## config.mk

```make
export PLATFORM = sky130hd
export DESIGN_NAME = temp_conv_ctrl
export DESIGN_NICKNAME = d
export VERILOG_FILES = /design/src/design/temp_conv_pkg.sv /design/src/design/link_watch_if.sv /design/src/design/temp_conv_ctrl.sv /design/src/design/link_watch.sv
export SDC_FILE = /design/constraint.sdc
export NUM_CORES = 1
export LEC_CHECK = 0
export BUFFER_PORTS_ARGS = -buffer_cell sky130_fd_sc_hd__buf_2
export CAP_MARGIN = 20
export CORE_MARGIN = 2
export CORE_UTILIZATION = 42
export DETAILED_ROUTE_END_ITERATION = 7
export PLACE_DENSITY_LB_ADDON = 0.12
export SLEW_MARGIN = 40
export SYNTH_ARGS = -nofsm -noshare
export SYNTH_HDL_FRONTEND = slang
export SYNTH_SLANG_ARGS = --single-unit
```

## constraint.sdc

```tcl
create_clock -name CLOCK -period 11.7 [get_ports CLOCK]
set_input_delay 0.585 -clock CLOCK [delete_from_list [all_inputs] [get_ports CLOCK]]
set_output_delay 0.585 -clock CLOCK [all_outputs]
set_load 0.1 [all_outputs]
```

## src/design/temp_conv_pkg.sv

```systemverilog
package temp_conv_pkg;

	// ----------------------------------------------------------------
	// Timing
	// ----------------------------------------------------------------
	localparam int CLK_HZ            = 40_000_000;
	localparam int MS_CYCLES_DEF     = CLK_HZ / 1000;
	localparam int MEAS_WINDOW_MS    = 60;
	localparam int ADDR_SENSE_US     = 10;
	localparam int ADDR_SENSE_CYCLES =
		(ADDR_SENSE_US * (CLK_HZ / 1000) + 999) / 1000;
	localparam int RATE_BASE_MS      = 16000;
	localparam int RATE_CODE_MAX     = 7;
	localparam int SAMPLES_PER_CH    = 10;

	// ----------------------------------------------------------------
	// Widths
	// ----------------------------------------------------------------
	localparam int MS_CNT_W = 16;
	localparam int IVL_W    = 14;
	localparam int WIN_W    = 7;
	localparam int SENSE_W  = 9;
	localparam int SAMP_W   = 4;
	localparam int SUM_W    = 12;
	localparam int ST_W     = 6;

	// ----------------------------------------------------------------
	// Register byte offsets
	// ----------------------------------------------------------------
	localparam logic [7:0] OFS_TEMP_LOCAL  = 8'h00;
	localparam logic [7:0] OFS_TEMP_REMOTE = 8'h04;
	localparam logic [7:0] OFS_STATUS      = 8'h08;
	localparam logic [7:0] OFS_CONFIG      = 8'h0c;
	localparam logic [7:0] OFS_CONV_RATE   = 8'h10;
	localparam logic [7:0] OFS_LOC_HI_LIM  = 8'h14;
	localparam logic [7:0] OFS_LOC_LO_LIM  = 8'h18;
	localparam logic [7:0] OFS_REM_HI_LIM  = 8'h1c;
	localparam logic [7:0] OFS_REM_LO_LIM  = 8'h20;
	localparam logic [7:0] OFS_ONE_SHOT    = 8'h24;
	localparam logic [7:0] OFS_STATUS_CLR  = 8'h28;
	localparam logic [7:0] OFS_IRQ_ENABLE  = 8'h2c;
	localparam logic [7:0] OFS_INFO        = 8'h30;

	// ----------------------------------------------------------------
	// Reset values and fields
	// ----------------------------------------------------------------
	localparam logic [7:0] TEMP_RST     = 8'h00;
	localparam logic [7:0] CONFIG_RST   = 8'h00;
	localparam logic [7:0] CONV_RATE_RST = 8'h02;
	localparam logic [7:0] HI_LIM_RST   = 8'h7f;
	localparam logic [7:0] LO_LIM_RST   = 8'hc9;
	localparam logic [7:0] CONFIG_USED  = 8'hc0;
	localparam int         CFG_MASK_BIT = 7;
	localparam int         CFG_HW_STANDBY_INPUT_BIT = 6;

	localparam int ST_LOC_HI    = 0;
	localparam int ST_LOC_LO    = 1;
	localparam int ST_REM_HI    = 2;
	localparam int ST_REM_LO    = 3;
	localparam int ST_CONV_DONE = 4;
	localparam int ST_CONV_FAIL = 5;
	localparam logic [ST_W-1:0] ST_LIMIT_MASK = 6'h0f;

	// Address pin levels
	localparam logic [1:0] LVL_GND = 2'h0;
	localparam logic [1:0] LVL_NC  = 2'h1;
	localparam logic [1:0] LVL_VDD = 2'h2;

endpackage

```

## src/design/link_watch_if.sv

```systemverilog
`timescale 1ns/1ps
interface link_watch_if;
	logic       busy;
	logic [7:0] start_count;
	modport watcher (output busy, output start_count);
	modport user    (input busy, input start_count);
endinterface

```

## src/design/temp_conv_ctrl.sv

```systemverilog
`timescale 1ns/1ps
// Contract
// RULE1 - Auto-convert repeatedly while standby pin high and standby bit clear.
// RULE2 - One-shot command starts a single conversion outside the schedule.
// RULE3 - Automatic conversion interval set by the conversion rate register.
// RULE4 - Steer current sources through local then remote sensor within 60 ms.
// RULE5 - Store each result as 8-bit two's complement temperature.
// RULE6 - Compare each stored result with that channel's high and low limits.
// RULE7 - Record comparison outcomes as flag bits in status register.
// RULE8 - Out-of-limit result pulls the alert output low.
// RULE9 - Both channels each conversion; both updated only on success.
// RULE10 - Reported temperature is the average of ten converter results.
// RULE11 - Decode each address pin as low, high or unconnected.
// RULE12 - Sample and latch address pins at the start of every conversion.
// RULE13 - Bias address pins with a current and compare against thresholds.
// RULE14 - No clock-low timeout on the serial interface.
// RULE15 - Host keeps serial clock at or below 100 kHz.
// RULE16 - Standby pin during conversion abandons it, temperatures unchanged.
// RULE17 - Standby pin ignores one-shot; software standby still honours it.
// RULE18 - Configuration bit 7 set masks the alert output.
// RULE19 - One-shot during a conversion waits until that conversion ends.
module temp_conv_ctrl #(
	parameter int MS_CYCLES = temp_conv_pkg::MS_CYCLES_DEF
) (
	input  wire logic        CLOCK,
	input  wire logic        SYS_RST,
	input  wire logic        PSEL,
	input  wire logic        PENABLE,
	input  wire logic        PWRITE,
	input  wire logic [7:0]  PADDR,
	input  wire logic [31:0] PWDATA,
	output logic      [31:0] PRDATA,
	output logic             PREADY,
	output logic             PSLVERR,
	input  wire logic        HW_STANDBY_INPUT_N,
	input  wire logic        SMBUS_CLK,
	input  wire logic        SERIAL_DATA_PIN_I,
	input  wire logic        ADDR_SELECT_PIN_0_ABOVE,
	input  wire logic        ADDR_SELECT_PIN_0_BELOW,
	input  wire logic        ADDR_SELECT_PIN_1_ABOVE,
	input  wire logic        ADDR_SELECT_PIN_1_BELOW,
	output logic             ADDR_BIAS_EN,
	output logic             CUR_SRC_EN,
	output logic             MUX_REMOTE,
	output logic             ADC_START,
	input  wire logic        ADC_DONE,
	input  wire logic [7:0]  ADC_DATA,
	output logic             ALERT_O,
	output logic             ALERT_OE,
	output logic             IRQ
);
	import temp_conv_pkg::*;

	// ----------------------------------------------------------------
	// Types and helpers
	// ----------------------------------------------------------------
	typedef enum logic [2:0] {
		C_IDLE,
		C_SENSE,
		C_REQ,
		C_WAIT,
		C_FINISH
	} conv_st_t;

	typedef struct packed {
		conv_st_t                 st;
		logic                     hw_standby_input_s1;
		logic                     hw_standby_input_s2;
		logic [3:0]               cmp_s1;
		logic [3:0]               cmp_s2;
		logic [MS_CNT_W-1:0]      ms_cnt;
		logic [IVL_W-1:0]         ivl_ms;
		logic [WIN_W-1:0]         win_ms;
		logic [SENSE_W-1:0]       sense_cnt;
		logic [SAMP_W-1:0]        samp;
		logic signed [SUM_W-1:0]  sum_loc;
		logic signed [SUM_W-1:0]  sum_rem;
		logic [7:0]               temp_loc;
		logic [7:0]               temp_rem;
		logic [7:0]               cfg;
		logic [7:0]               rate;
		logic [7:0]               loc_hi;
		logic [7:0]               loc_lo;
		logic [7:0]               rem_hi;
		logic [7:0]               rem_lo;
		logic [1:0]               lvl0;
		logic [1:0]               lvl1;
		logic [ST_W-1:0]          status;
		logic [ST_W-1:0]          irq_en;
		logic                     os_pend;
		logic                     adc_start;
		logic                     cur_en;
		logic                     bias_en;
		logic                     mux_rem;
		logic                     alert_oe;
		logic                     irq;
		logic                     pready;
		logic                     pslverr;
		logic [31:0]              prdata;
	} ctrl_t;

	function automatic logic [1:0] pin_level(logic above, logic below);
		if (below)
			return LVL_GND;
		else if (above)
			return LVL_VDD;
		else
			return LVL_NC;
	endfunction

	function automatic logic [7:0] avg_ten(logic signed [SUM_W-1:0] sum);
		int s;
		s = int'(sum);
		if (s >= 0)
			s = (s + SAMPLES_PER_CH / 2) / SAMPLES_PER_CH;
		else
			s = -((SAMPLES_PER_CH / 2 - s) / SAMPLES_PER_CH);
		return 8'(s);
	endfunction

	function automatic logic [IVL_W-1:0] interval_ms(logic [7:0] code);
		int c;
		c = (int'(code) > RATE_CODE_MAX) ? RATE_CODE_MAX : int'(code);
		return IVL_W'(RATE_BASE_MS >> c);
	endfunction

	function automatic logic [1:0] limit_flags(logic [7:0] t,
	                                           logic [7:0] hi,
	                                           logic [7:0] lo);
		return {$signed(t) < $signed(lo), $signed(t) > $signed(hi)};
	endfunction

	ctrl_t q;
	ctrl_t d;

	link_watch_if lw ();

	link_watch u_link_watch (
		.clk      (CLOCK),
		.rst      (SYS_RST),
		.sclk_raw (SMBUS_CLK),
		.sda_raw  (SERIAL_DATA_PIN_I),
		.lw       (lw)
	);

	// ----------------------------------------------------------------
	// Next state
	// ----------------------------------------------------------------
	logic                    hw_hw_standby_input;
	logic                    run;
	logic                    tick;
	logic                    acc;
	logic                    wr;
	logic                    set_os;
	logic                    take_os;
	logic [ST_W-1:0]         clr_st;
	logic [ST_W-1:0]         set_st;
	logic [7:0]              t_loc;
	logic [7:0]              t_rem;
	logic [1:0]              fl_loc;
	logic [1:0]              fl_rem;
	logic signed [SUM_W-1:0] sample;

	always_comb begin
		d           = q;
		d.adc_start = 1'b0;
		d.pready    = 1'b0;
		d.pslverr   = 1'b0;
		d.hw_standby_input_s1   = HW_STANDBY_INPUT_N;
		d.hw_standby_input_s2   = q.hw_standby_input_s1;
		d.cmp_s1    = {ADDR_SELECT_PIN_1_ABOVE, ADDR_SELECT_PIN_1_BELOW,
		               ADDR_SELECT_PIN_0_ABOVE, ADDR_SELECT_PIN_0_BELOW};
		d.cmp_s2    = q.cmp_s1;
		hw_hw_standby_input     = !q.hw_standby_input_s2;
		run         = !hw_hw_standby_input && !q.cfg[CFG_HW_STANDBY_INPUT_BIT]; // [RULE1]
		tick        = (q.ms_cnt == MS_CNT_W'(MS_CYCLES - 1));
		d.ms_cnt    = tick ? '0 : q.ms_cnt + 1'b1;
		set_os      = 1'b0;
		take_os     = 1'b0;
		clr_st      = '0;
		set_st      = '0;
		sample      = {{(SUM_W - 8){ADC_DATA[7]}}, ADC_DATA};
		t_loc       = avg_ten(q.sum_loc); // [RULE10]
		t_rem       = avg_ten(q.sum_rem); // [RULE10]
		fl_loc      = limit_flags(t_loc, q.loc_hi, q.loc_lo);
		fl_rem      = limit_flags(t_rem, q.rem_hi, q.rem_lo);

		// APB slave: answer one cycle into the access phase
		acc = PSEL && PENABLE && !q.pready;
		wr  = acc && PWRITE;
		if (acc) begin
			d.pready = 1'b1;
			d.prdata = '0;
			case (PADDR)
			OFS_TEMP_LOCAL:  d.prdata = 32'(q.temp_loc);
			OFS_TEMP_REMOTE: d.prdata = 32'(q.temp_rem);
			OFS_STATUS:      d.prdata = 32'(q.status);
			OFS_CONFIG: begin
				d.prdata = 32'(q.cfg);
				if (wr)
					d.cfg = PWDATA[7:0] & CONFIG_USED;
			end
			OFS_CONV_RATE: begin
				d.prdata = 32'(q.rate);
				if (wr)
					d.rate = PWDATA[7:0];
			end
			OFS_LOC_HI_LIM: begin
				d.prdata = 32'(q.loc_hi);
				if (wr)
					d.loc_hi = PWDATA[7:0];
			end
			OFS_LOC_LO_LIM: begin
				d.prdata = 32'(q.loc_lo);
				if (wr)
					d.loc_lo = PWDATA[7:0];
			end
			OFS_REM_HI_LIM: begin
				d.prdata = 32'(q.rem_hi);
				if (wr)
					d.rem_hi = PWDATA[7:0];
			end
			OFS_REM_LO_LIM: begin
				d.prdata = 32'(q.rem_lo);
				if (wr)
					d.rem_lo = PWDATA[7:0];
			end
			OFS_ONE_SHOT:   set_os = wr;
			OFS_STATUS_CLR: clr_st = wr ? PWDATA[ST_W-1:0] : '0;
			OFS_IRQ_ENABLE: begin
				d.prdata = 32'(q.irq_en);
				if (wr)
					d.irq_en = PWDATA[ST_W-1:0];
			end
			OFS_INFO: d.prdata = {16'h0000, lw.start_count, 2'h0, lw.busy,
			                      q.st != C_IDLE, q.lvl1, q.lvl0};
			default:  d.pslverr = 1'b1;
			endcase
		end

		// ------------------------------------------------------------
		// Conversion sequencer
		// ------------------------------------------------------------
		if (q.st != C_IDLE && tick)
			d.win_ms = q.win_ms + 1'b1;
		// Interval runs start to start, also through a conversion
		if (run && tick && q.ivl_ms != '0)
			d.ivl_ms = q.ivl_ms - 1'b1;               // [RULE3]
		case (q.st)
		C_IDLE: begin
			if (!hw_hw_standby_input && (q.os_pend || (run && q.ivl_ms == '0))) begin
				take_os     = 1'b1;                   // [RULE2] [RULE17]
				d.ivl_ms    = interval_ms(q.rate);    // [RULE3]
				d.win_ms    = '0;
				d.sense_cnt = '0;
				d.bias_en   = 1'b1;                   // [RULE13]
				d.st        = C_SENSE;
			end
		end
		C_SENSE: begin
			d.sense_cnt = q.sense_cnt + 1'b1;
			if (q.sense_cnt == SENSE_W'(ADDR_SENSE_CYCLES - 1)) begin
				d.lvl0    = pin_level(q.cmp_s2[1], q.cmp_s2[0]); // [RULE11] [RULE12]
				d.lvl1    = pin_level(q.cmp_s2[3], q.cmp_s2[2]); // [RULE11] [RULE12]
				d.bias_en = 1'b0;
				d.cur_en  = 1'b1;                     // [RULE4]
				d.mux_rem = 1'b0;
				d.samp    = '0;
				d.sum_loc = '0;
				d.sum_rem = '0;
				d.st      = C_REQ;
			end
		end
		C_REQ: begin
			d.adc_start = 1'b1;
			d.st        = C_WAIT;
		end
		C_WAIT: begin
			if (ADC_DONE) begin
				if (q.mux_rem)
					d.sum_rem = q.sum_rem + sample;   // [RULE10]
				else
					d.sum_loc = q.sum_loc + sample;   // [RULE10]
				d.samp = q.samp + 1'b1;
				d.st   = C_REQ;
				if (q.samp == SAMP_W'(SAMPLES_PER_CH - 1)) begin
					d.samp = '0;
					if (q.mux_rem)
						d.st = C_FINISH;
					else
						d.mux_rem = 1'b1;             // [RULE4] [RULE9]
				end
			end
		end
		C_FINISH: begin
			d.temp_loc = t_loc;                       // [RULE5] [RULE9]
			d.temp_rem = t_rem;                       // [RULE5] [RULE9]
			set_st[ST_LOC_HI]    = fl_loc[0];         // [RULE6] [RULE7]
			set_st[ST_LOC_LO]    = fl_loc[1];         // [RULE6] [RULE7]
			set_st[ST_REM_HI]    = fl_rem[0];         // [RULE6] [RULE7]
			set_st[ST_REM_LO]    = fl_rem[1];         // [RULE6] [RULE7]
			set_st[ST_CONV_DONE] = 1'b1;
			d.cur_en  = 1'b0;
			d.mux_rem = 1'b0;
			d.st      = C_IDLE;
		end
		default: d.st = C_IDLE;
		endcase

		// Window overrun or hardware standby drops the conversion
		if (q.st != C_IDLE && q.st != C_FINISH) begin
			if (hw_hw_standby_input ||
			    (tick && q.win_ms == WIN_W'(MEAS_WINDOW_MS - 1))) begin
				d.st        = C_IDLE;                 // [RULE16] [RULE4]
				d.cur_en    = 1'b0;
				d.bias_en   = 1'b0;
				d.mux_rem   = 1'b0;
				d.adc_start = 1'b0;
				set_st[ST_CONV_FAIL] = !hw_hw_standby_input;
			end
		end

		// Pending one-shot: held through a running conversion
		d.os_pend = (q.os_pend && !take_os) || set_os;  // [RULE19]
		if (hw_hw_standby_input)
			d.os_pend = 1'b0;                         // [RULE17]

		// Sticky status: a new event beats a same-cycle clear
		d.status   = (q.status & ~clr_st) | set_st;   // [RULE7]
		d.alert_oe = |(d.status & ST_LIMIT_MASK) &&
		             !q.cfg[CFG_MASK_BIT];            // [RULE8] [RULE18]
		d.irq      = |(d.status & q.irq_en);
	end

	// ----------------------------------------------------------------
	// State register
	// ----------------------------------------------------------------
	always_ff @(posedge CLOCK) begin
		if (SYS_RST) begin
			q          <= '0;
			q.st       <= C_IDLE;
			q.hw_standby_input_s1  <= 1'b1;
			q.hw_standby_input_s2  <= 1'b1;
			q.temp_loc <= TEMP_RST;
			q.temp_rem <= TEMP_RST;
			q.cfg      <= CONFIG_RST;
			q.rate     <= CONV_RATE_RST;
			q.loc_hi   <= HI_LIM_RST;
			q.loc_lo   <= LO_LIM_RST;
			q.rem_hi   <= HI_LIM_RST;
			q.rem_lo   <= LO_LIM_RST;
			q.lvl0     <= LVL_GND;
			q.lvl1     <= LVL_GND;
		end else begin
			q <= d;
		end
	end

	// ----------------------------------------------------------------
	// Outputs
	// ----------------------------------------------------------------
	assign PRDATA       = q.prdata;
	assign PREADY       = q.pready;
	assign PSLVERR      = q.pslverr;
	assign ADDR_BIAS_EN = q.bias_en;
	assign CUR_SRC_EN   = q.cur_en;
	assign MUX_REMOTE   = q.mux_rem;
	assign ADC_START    = q.adc_start;
	assign ALERT_O      = 1'b0;
	assign ALERT_OE     = q.alert_oe;
	assign IRQ          = q.irq;
endmodule

```

## src/design/link_watch.sv

```systemverilog
`timescale 1ns/1ps
module link_watch (
	input  wire logic      clk,
	input  wire logic      rst,
	input  wire logic      sclk_raw,
	input  wire logic      sda_raw,
	link_watch_if.watcher  lw
);
	import temp_conv_pkg::*;

	typedef struct packed {
		logic       scl_s1;
		logic       scl_s2;
		logic       sda_s1;
		logic       sda_s2;
		logic       sda_s3;
		logic       busy;
		logic [7:0] starts;
	} watch_t;

	watch_t q;
	watch_t d;

	// ----------------------------------------------------------------
	// Start and stop detection
	// ----------------------------------------------------------------
	always_comb begin
		d = q;
		d.scl_s1 = sclk_raw;
		d.scl_s2 = q.scl_s1;
		d.sda_s1 = sda_raw;
		d.sda_s2 = q.sda_s1;
		d.sda_s3 = q.sda_s2;
		// Busy ends only with a stop, never by a clock-low timer [RULE14]
		if (q.scl_s2 && q.sda_s3 && !q.sda_s2) begin
			d.busy   = 1'b1;
			d.starts = q.starts + 8'h01;
		end else if (q.scl_s2 && !q.sda_s3 && q.sda_s2) begin
			d.busy = 1'b0;
		end
	end

	always_ff @(posedge clk) begin
		if (rst) begin
			q        <= '0;
			q.scl_s1 <= 1'b1;
			q.scl_s2 <= 1'b1;
			q.sda_s1 <= 1'b1;
			q.sda_s2 <= 1'b1;
			q.sda_s3 <= 1'b1;
		end else begin
			q <= d;
		end
	end

	assign lw.busy        = q.busy;
	assign lw.start_count = q.starts;
endmodule

```

# == Yosys cells after proc, flatten, opt, wreduce, memory -nomap -nowiden ==
# Index checks and enable logic that the tools add are counted.
# totals
ff_bits,216
in_bits,61
output_inout_bits,41
elab_cells,203
# classes
n_addsub,14
div_mod_pow,4
n_lt_le_gt_ge,7
eq_ne,26
shift,1
n_mux,51
bitwise,6
n_reduce_logical,53
# op_table
operator,count
$pmux W16 S11,1
$div A32 B5 Y32 const B,4
$mux W28,2
$pmux W28 S2,1
$eq A8 B6 Y1 const B,5
$mux W34,1
$eq A8 B5 Y1 const B,4
$mux W30,1
$add A12 B4 Y13 const B,2
$sub A4 B12 Y13 const A,2
$add A12 B8 Y12,2
$ge A12 B1 Y1 const B,2
$mux W12,2
$mux W3,8
$mux W8,3
$reduce_and A3 Y1,8
$mux W21,1
$mux W6,3
$pmux W9 S2,1
$logic_and A1 B1 Y1,17
$add A16 B1 Y16 const B,1
$eq A16 B16 Y1 const B,1
$eq A8 B4 Y1 const B,2
$gt A8 B8 Y1,2
other kinds (45),86

# == Depth between registers and ports, before layout ==
# logic_depth
word_depth,11
ltp_mapped,42
depth_no_buf,38

# == By module ==
# From an unflattened synthesis, not the netlist that was laid out.
# unflattened
cells_unflattened,2374
area_unflattened_um2,17698.2
# modules_own_cells
mod,instances,cells_each,area_each_um2,seq_area_each_um2
temp_conv_ctrl,1,2309,17083.9,3723.6
link_watch,1,65,614.3,280.3

# == Least setup slack after synthesis ==
# OpenSTA, ideal clock, no wires.
# synth_timing
kind,register -> register
from,register q[134] (netlist bit)
to,register q (netlist bit IRQ)
setup_ns,0.124
t_arrival_ns,7.714
required_ns,11.576
setup_slack_ns,3.862
path_stages_with_launch,43
n_path_buf,4
period_less_slack_ns,7.838
path_cell_list,dfxtp_1 clkbuf_1 inv_1 ha_1 nand3b_1 a211oi_1 a21oi_1 and3_1 clkbuf_1 or2_1 buf_2 o2111a_1 or2_0 clkbuf_1 a2111oi_0 nor4_1 or2_2 nor3b_1 [7 not listed] o21ai_0 ha_1 nor2b_1 o21a_1 o21ai_0 nand2b_1 a21oi_1 nor2b_1 o21ai_0 nand2_1 o211ai_1 o21ai_0 a22o_1 a22oi_1 o211a_1 nand2b_1 o21ai_0 o21ai_0
# synth_via
elab_chain_cells,9
elab_cells_between_ends,13
classes_between,add/sub (3); div (2); order compare (3); mux (2); bitwise (2); reduce/logical (1)
# synth_lines
element,line,rtl
"start, declared",temp_conv_ctrl.sv:133,ctrl_t q;
$sub A4 B12 Y13,temp_conv_ctrl.sv:117,s = -((SAMPLES_PER_CH / 2 - s) / SAMPLES_PER_CH);
$div A32 B5 Y32,temp_conv_ctrl.sv:117,
$neg A8 Y8,temp_conv_ctrl.sv:117,
$mux W8 (*),temp_conv_ctrl.sv:114,if (s >= 0)
via t_loc[1],temp_conv_ctrl.sv:158,logic [7:0] t_loc;
$gt A8 B8 Y1 / $lt A8 B8 Y1 (equally long branches),temp_conv_ctrl.sv:130,"return {$signed(t) < $signed(lo), $signed(t) > $signed(hi)};"
$mux W5 (*),temp_conv_ctrl.sv:249,case (q.st)
$or A6 B6 Y6 (*),temp_conv_ctrl.sv:329,d.status = (q.status & ~clr_st) | set_st;
$and A6 B6 Y6 (*),temp_conv_ctrl.sv:332,d.irq = |(d.status & q.irq_en);
$reduce_or A6 Y1 (*),temp_conv_ctrl.sv:332,
# Mark *: on every way through the listed nets, which the timed path passes. The rest lies on a longest branch.
# A chain may end at the register's enable or synchronous reset.

# == Worst setup path after layout ==
# layout_timing
from,register q[135] (netlist bit)
to,register q (netlist bit IRQ)
# Same word-level chain as after synthesis.

==> impl_metrics.env <==
export IMPL_synth_area_per_cell_sq_um=7.33
export IMPL_final_setup_violations=0
export IMPL_power_per_unit_of_standard_cell_area_nw_per_um2=87.8
export IMPL_arrival_time_at_the_worst_endpoint_ns=10.22
export IMPL_die_area_sq_um=42600
export IMPL_vias=17400
export IMPL_timing_max_slew_rel_slack_pct=41.8
export IMPL_wl_per_cell_um=18.0
export IMPL_final_period_utilization_pct=84.5
export IMPL_yosys_register_bits=200
export IMPL_run_status="completed"
export IMPL_rows=74
export IMPL_final_setup_tns_ns=0
export IMPL_worst_pin_slew_ns=0.870
export IMPL_critical_path_top_delay_family="compound AO/OA/AOI/OAI gates"
export IMPL_synth_async_sr_flop_share_pct=0
export IMPL_area_growth_pct=6.56
export IMPL_rsz0062_at_grt="false"
export IMPL_cts_made_buffers=17
export IMPL_postLayoutCellArea_sq_um=18300
export IMPL_required_ns=12.03
export IMPL_worstSetupStartpointType="register"
export IMPL_report_final_slew_viol_count=0
export IMPL_placement_cell_area_sq_um=17600
export IMPL_clkSinkCount=200
export IMPL_critical_path_buffers_and_inverters=0
export IMPL_number_of_cells_produced_by_synthesis=2344
export IMPL_tritoncts="yes"
export IMPL_hold_depth=2
export IMPL_post_synth_main_area_contributors="sky130_fd_sc_hd__dfxtp_1, sky130_fd_sc_hd__nand2_1, sky130_fd_sc_hd__ha_1"
export IMPL_fin_skew_ns=0.00908
export IMPL_drc=0
export IMPL_post_route_cells_drive_above_1_share_pct=8.31
export IMPL_most_frequent_cell_after_synthesis="sky130_fd_sc_hd__nand2_1"
export IMPL_cts_root_buf="sky130_fd_sc_hd__clkbuf_16"
export IMPL_post_synth_num_cell_types=103
export IMPL_cp_depth=36
export IMPL_detailed_place_hpwl_um=37500
export IMPL_drtIter0Drc=1541
export IMPL_initial_core_util_pct=42.3
export IMPL_core_area_sq_um=40600
export IMPL_top_level_ports=102
export IMPL_grt_overflow_total=0
export IMPL_worstSetupPathType="reg2reg"
export IMPL_final_hold_violation_count=0
export IMPL_min_delay_path_class="in2reg"
export IMPL_clk_path_buf_depth=2
export IMPL_synth_largest_type_area_fraction_pct=23.3
export IMPL_ctsHtreeMaxLevel=4
export IMPL_crit_slowest_cell="sky130_fd_sc_hd__dfxtp_1"
export IMPL_critPathMostFrequentCell="sky130_fd_sc_hd__o21ai_0"
export IMPL_grt_first_pass_wirelength_um=82700
export IMPL_postCtsResizedCells=0
export IMPL_gp_congestion=0.912
export IMPL_synth_common_cells="sky130_fd_sc_hd__nand2_1, sky130_fd_sc_hd__nor2_1, sky130_fd_sc_hd__dfxtp_1, sky130_fd_sc_hd__a21oi_1, sky130_fd_sc_hd__nand3_1"
export IMPL_first_pass_iters=7
export IMPL_fp_dieH_um=206
export IMPL_maximum_achievable_frequency_mhz=101
export IMPL_postCtsSetupRepairBufs=0
export IMPL_postRouteWirelength_um=51300
export IMPL_ir_worst_vdd_v=0.000106
export IMPL_worstSkewPairLatency_ns=0.45
export IMPL_ctsHoldBuffers=0
export IMPL_maxCapViolCount=0
export IMPL_clock_period_minus_worst_slack_ns=9.89
export IMPL_finalNetCount=2439
export IMPL_synth_flop_cell="sky130_fd_sc_hd__dfxtp_1"
export IMPL_clk_pin_slew_ns=0.08
export IMPL_detail_route_vias_per_cell=6.11
export IMPL_critical_path_max_stage_delay_ns=0.86
export IMPL_cp_max_fo=20
export IMPL_setup_worst_path_end_class="register"
export IMPL_die_width_um=206
export IMPL_synth_seq_area_share_pct=23.3
export IMPL_leakage_nw=7.23
export IMPL_synth_enable_flop_cells=0
export IMPL_r2r_worst_path_cells=36
export IMPL_io_buffers=60
export IMPL_grt_start_max_net_pins=80
export IMPL_grt_pass1_vias=15800
export IMPL_groute_usage_overall_pct=23.7
export IMPL_synth_largest_area_cell="sky130_fd_sc_hd__dfxtp_1"
export IMPL_synth_yosys_warnings=0
export IMPL_syn_cell_area_sq_um=17200
export IMPL_post_route_total_power_mw=1.61
export IMPL_routed_antenna_nets=0
export IMPL_insertedDiodeCount=0
export IMPL_antenna_found_initial=0
[cell families (layout without fill, tap and decap cells)]
kind of cell,Yosys count,after routing,share of synthesized area [%]
xor gates and xnor gates,152,152,7.75
and+or+nand+nor,967,967,27.2
DFF,200,200,23.3
other,1,17,0.0218
AOI/OAI and AO/OA,671,671,27.6
muxes,27,27,1.61
adders and majority gates,87,87,6.35
buffers and inverters,239,189,6.22
[cell type report]
class / instances / area, sq um
Clock inverter: 15 / 204
Sequential cell: 200 / 4010
Fill cell: 4186 / 22300
Tap cell: 532 / 666
Inverter: 76 / 285
Multi-Input combinational cell: 1921 / 12300
Clock buffer: 17 / 425
Timing Repair Buffer: 81 / 458
[stage by stage]
| stage | utilization, % | instances | hold WS, ns | setup slack [ns] |
|---|---|---|---|---|
| final | 45.1 | 2842 | 0.315 | 1.81 |
| after CTS | 44.9 | 2842 | 0.300 | 1.99 |
| after global placement | 43.2 | 2809 | 0.398 | 2.12 |
| after detailed placement | 43.4 | 2810 | 0.398 | 2.02 |
| after global routing | 45.1 | 2842 | 0.300 | 0.780 |
| after floorplan | - | 2360 | 0.389 | 3.86 |
[worst paths after layout]
path                            startpoint                           end  slack, ns
max                    q[135]$_SDFFE_PP0P_                IRQ$_SDFF_PP0_       1.81
max reg2reg            q[135]$_SDFFE_PP0P_                IRQ$_SDFF_PP0_       1.81
min                     HW_STANDBY_INPUT_N             d[203]$_SDFF_PP1_       0.32
min reg2reg  u_link_watch.d[10]$_SDFF_PP1_  u_link_watch.d[9]$_SDFF_PP1_       0.42
[metal layers]
metal	share of wire [%]	vias up	wire length, um	GRT usage [%]
met5	0	-	0	0
met4	1.3	0	652	4.69
met3	4.9	52	2520	3.41
met2	47	464	24100	39.3
met1	47	8304	24000	32.7
li1	-	8531	-	-
[registers in the layout, indices dropped and copies added, names as in the netlist, 2 cells and up]
register	count
PRDATA	16
d	5
q	157
u_link_watch.d	3
u_link_watch.lw.start_count	8
u_link_watch.q	2
[power by group]
part,switching [mW],internal [mW],total [mW]
sequential,0.0221,0.705,0.727
combinational,0.169,0.0667,0.235
clock,0.316,0.329,0.645
total,0.507,1.10,1.61
[layout by cell type (no fill, tap or decap), drive strengths merged, types with 30 or more instances in the layout]
cell type	count
nor3	82
nand3	108
nor2	232
or3	30
o21ai	103
inv	82
dfxtp	200
xnor2	91
nand3b	33
xor2	61
ha	79
nand4	30
a22oi	38
a21oi	171
nand2	282
buf	81
a211oi	41
a31oi	30
[worst register-to-register path: cells and delay by family (launching register included)]
kind                       cells  cell delay (ns)
xor gates and xnor gates       2             0.48
and+or+nand+nor               13             2.62
AOI/OAI and AO/OA             18             4.62
DFF                            1             0.86
adders and majority gates      3             1.16
No activity file was read; power rests on OpenSTA's default activity.
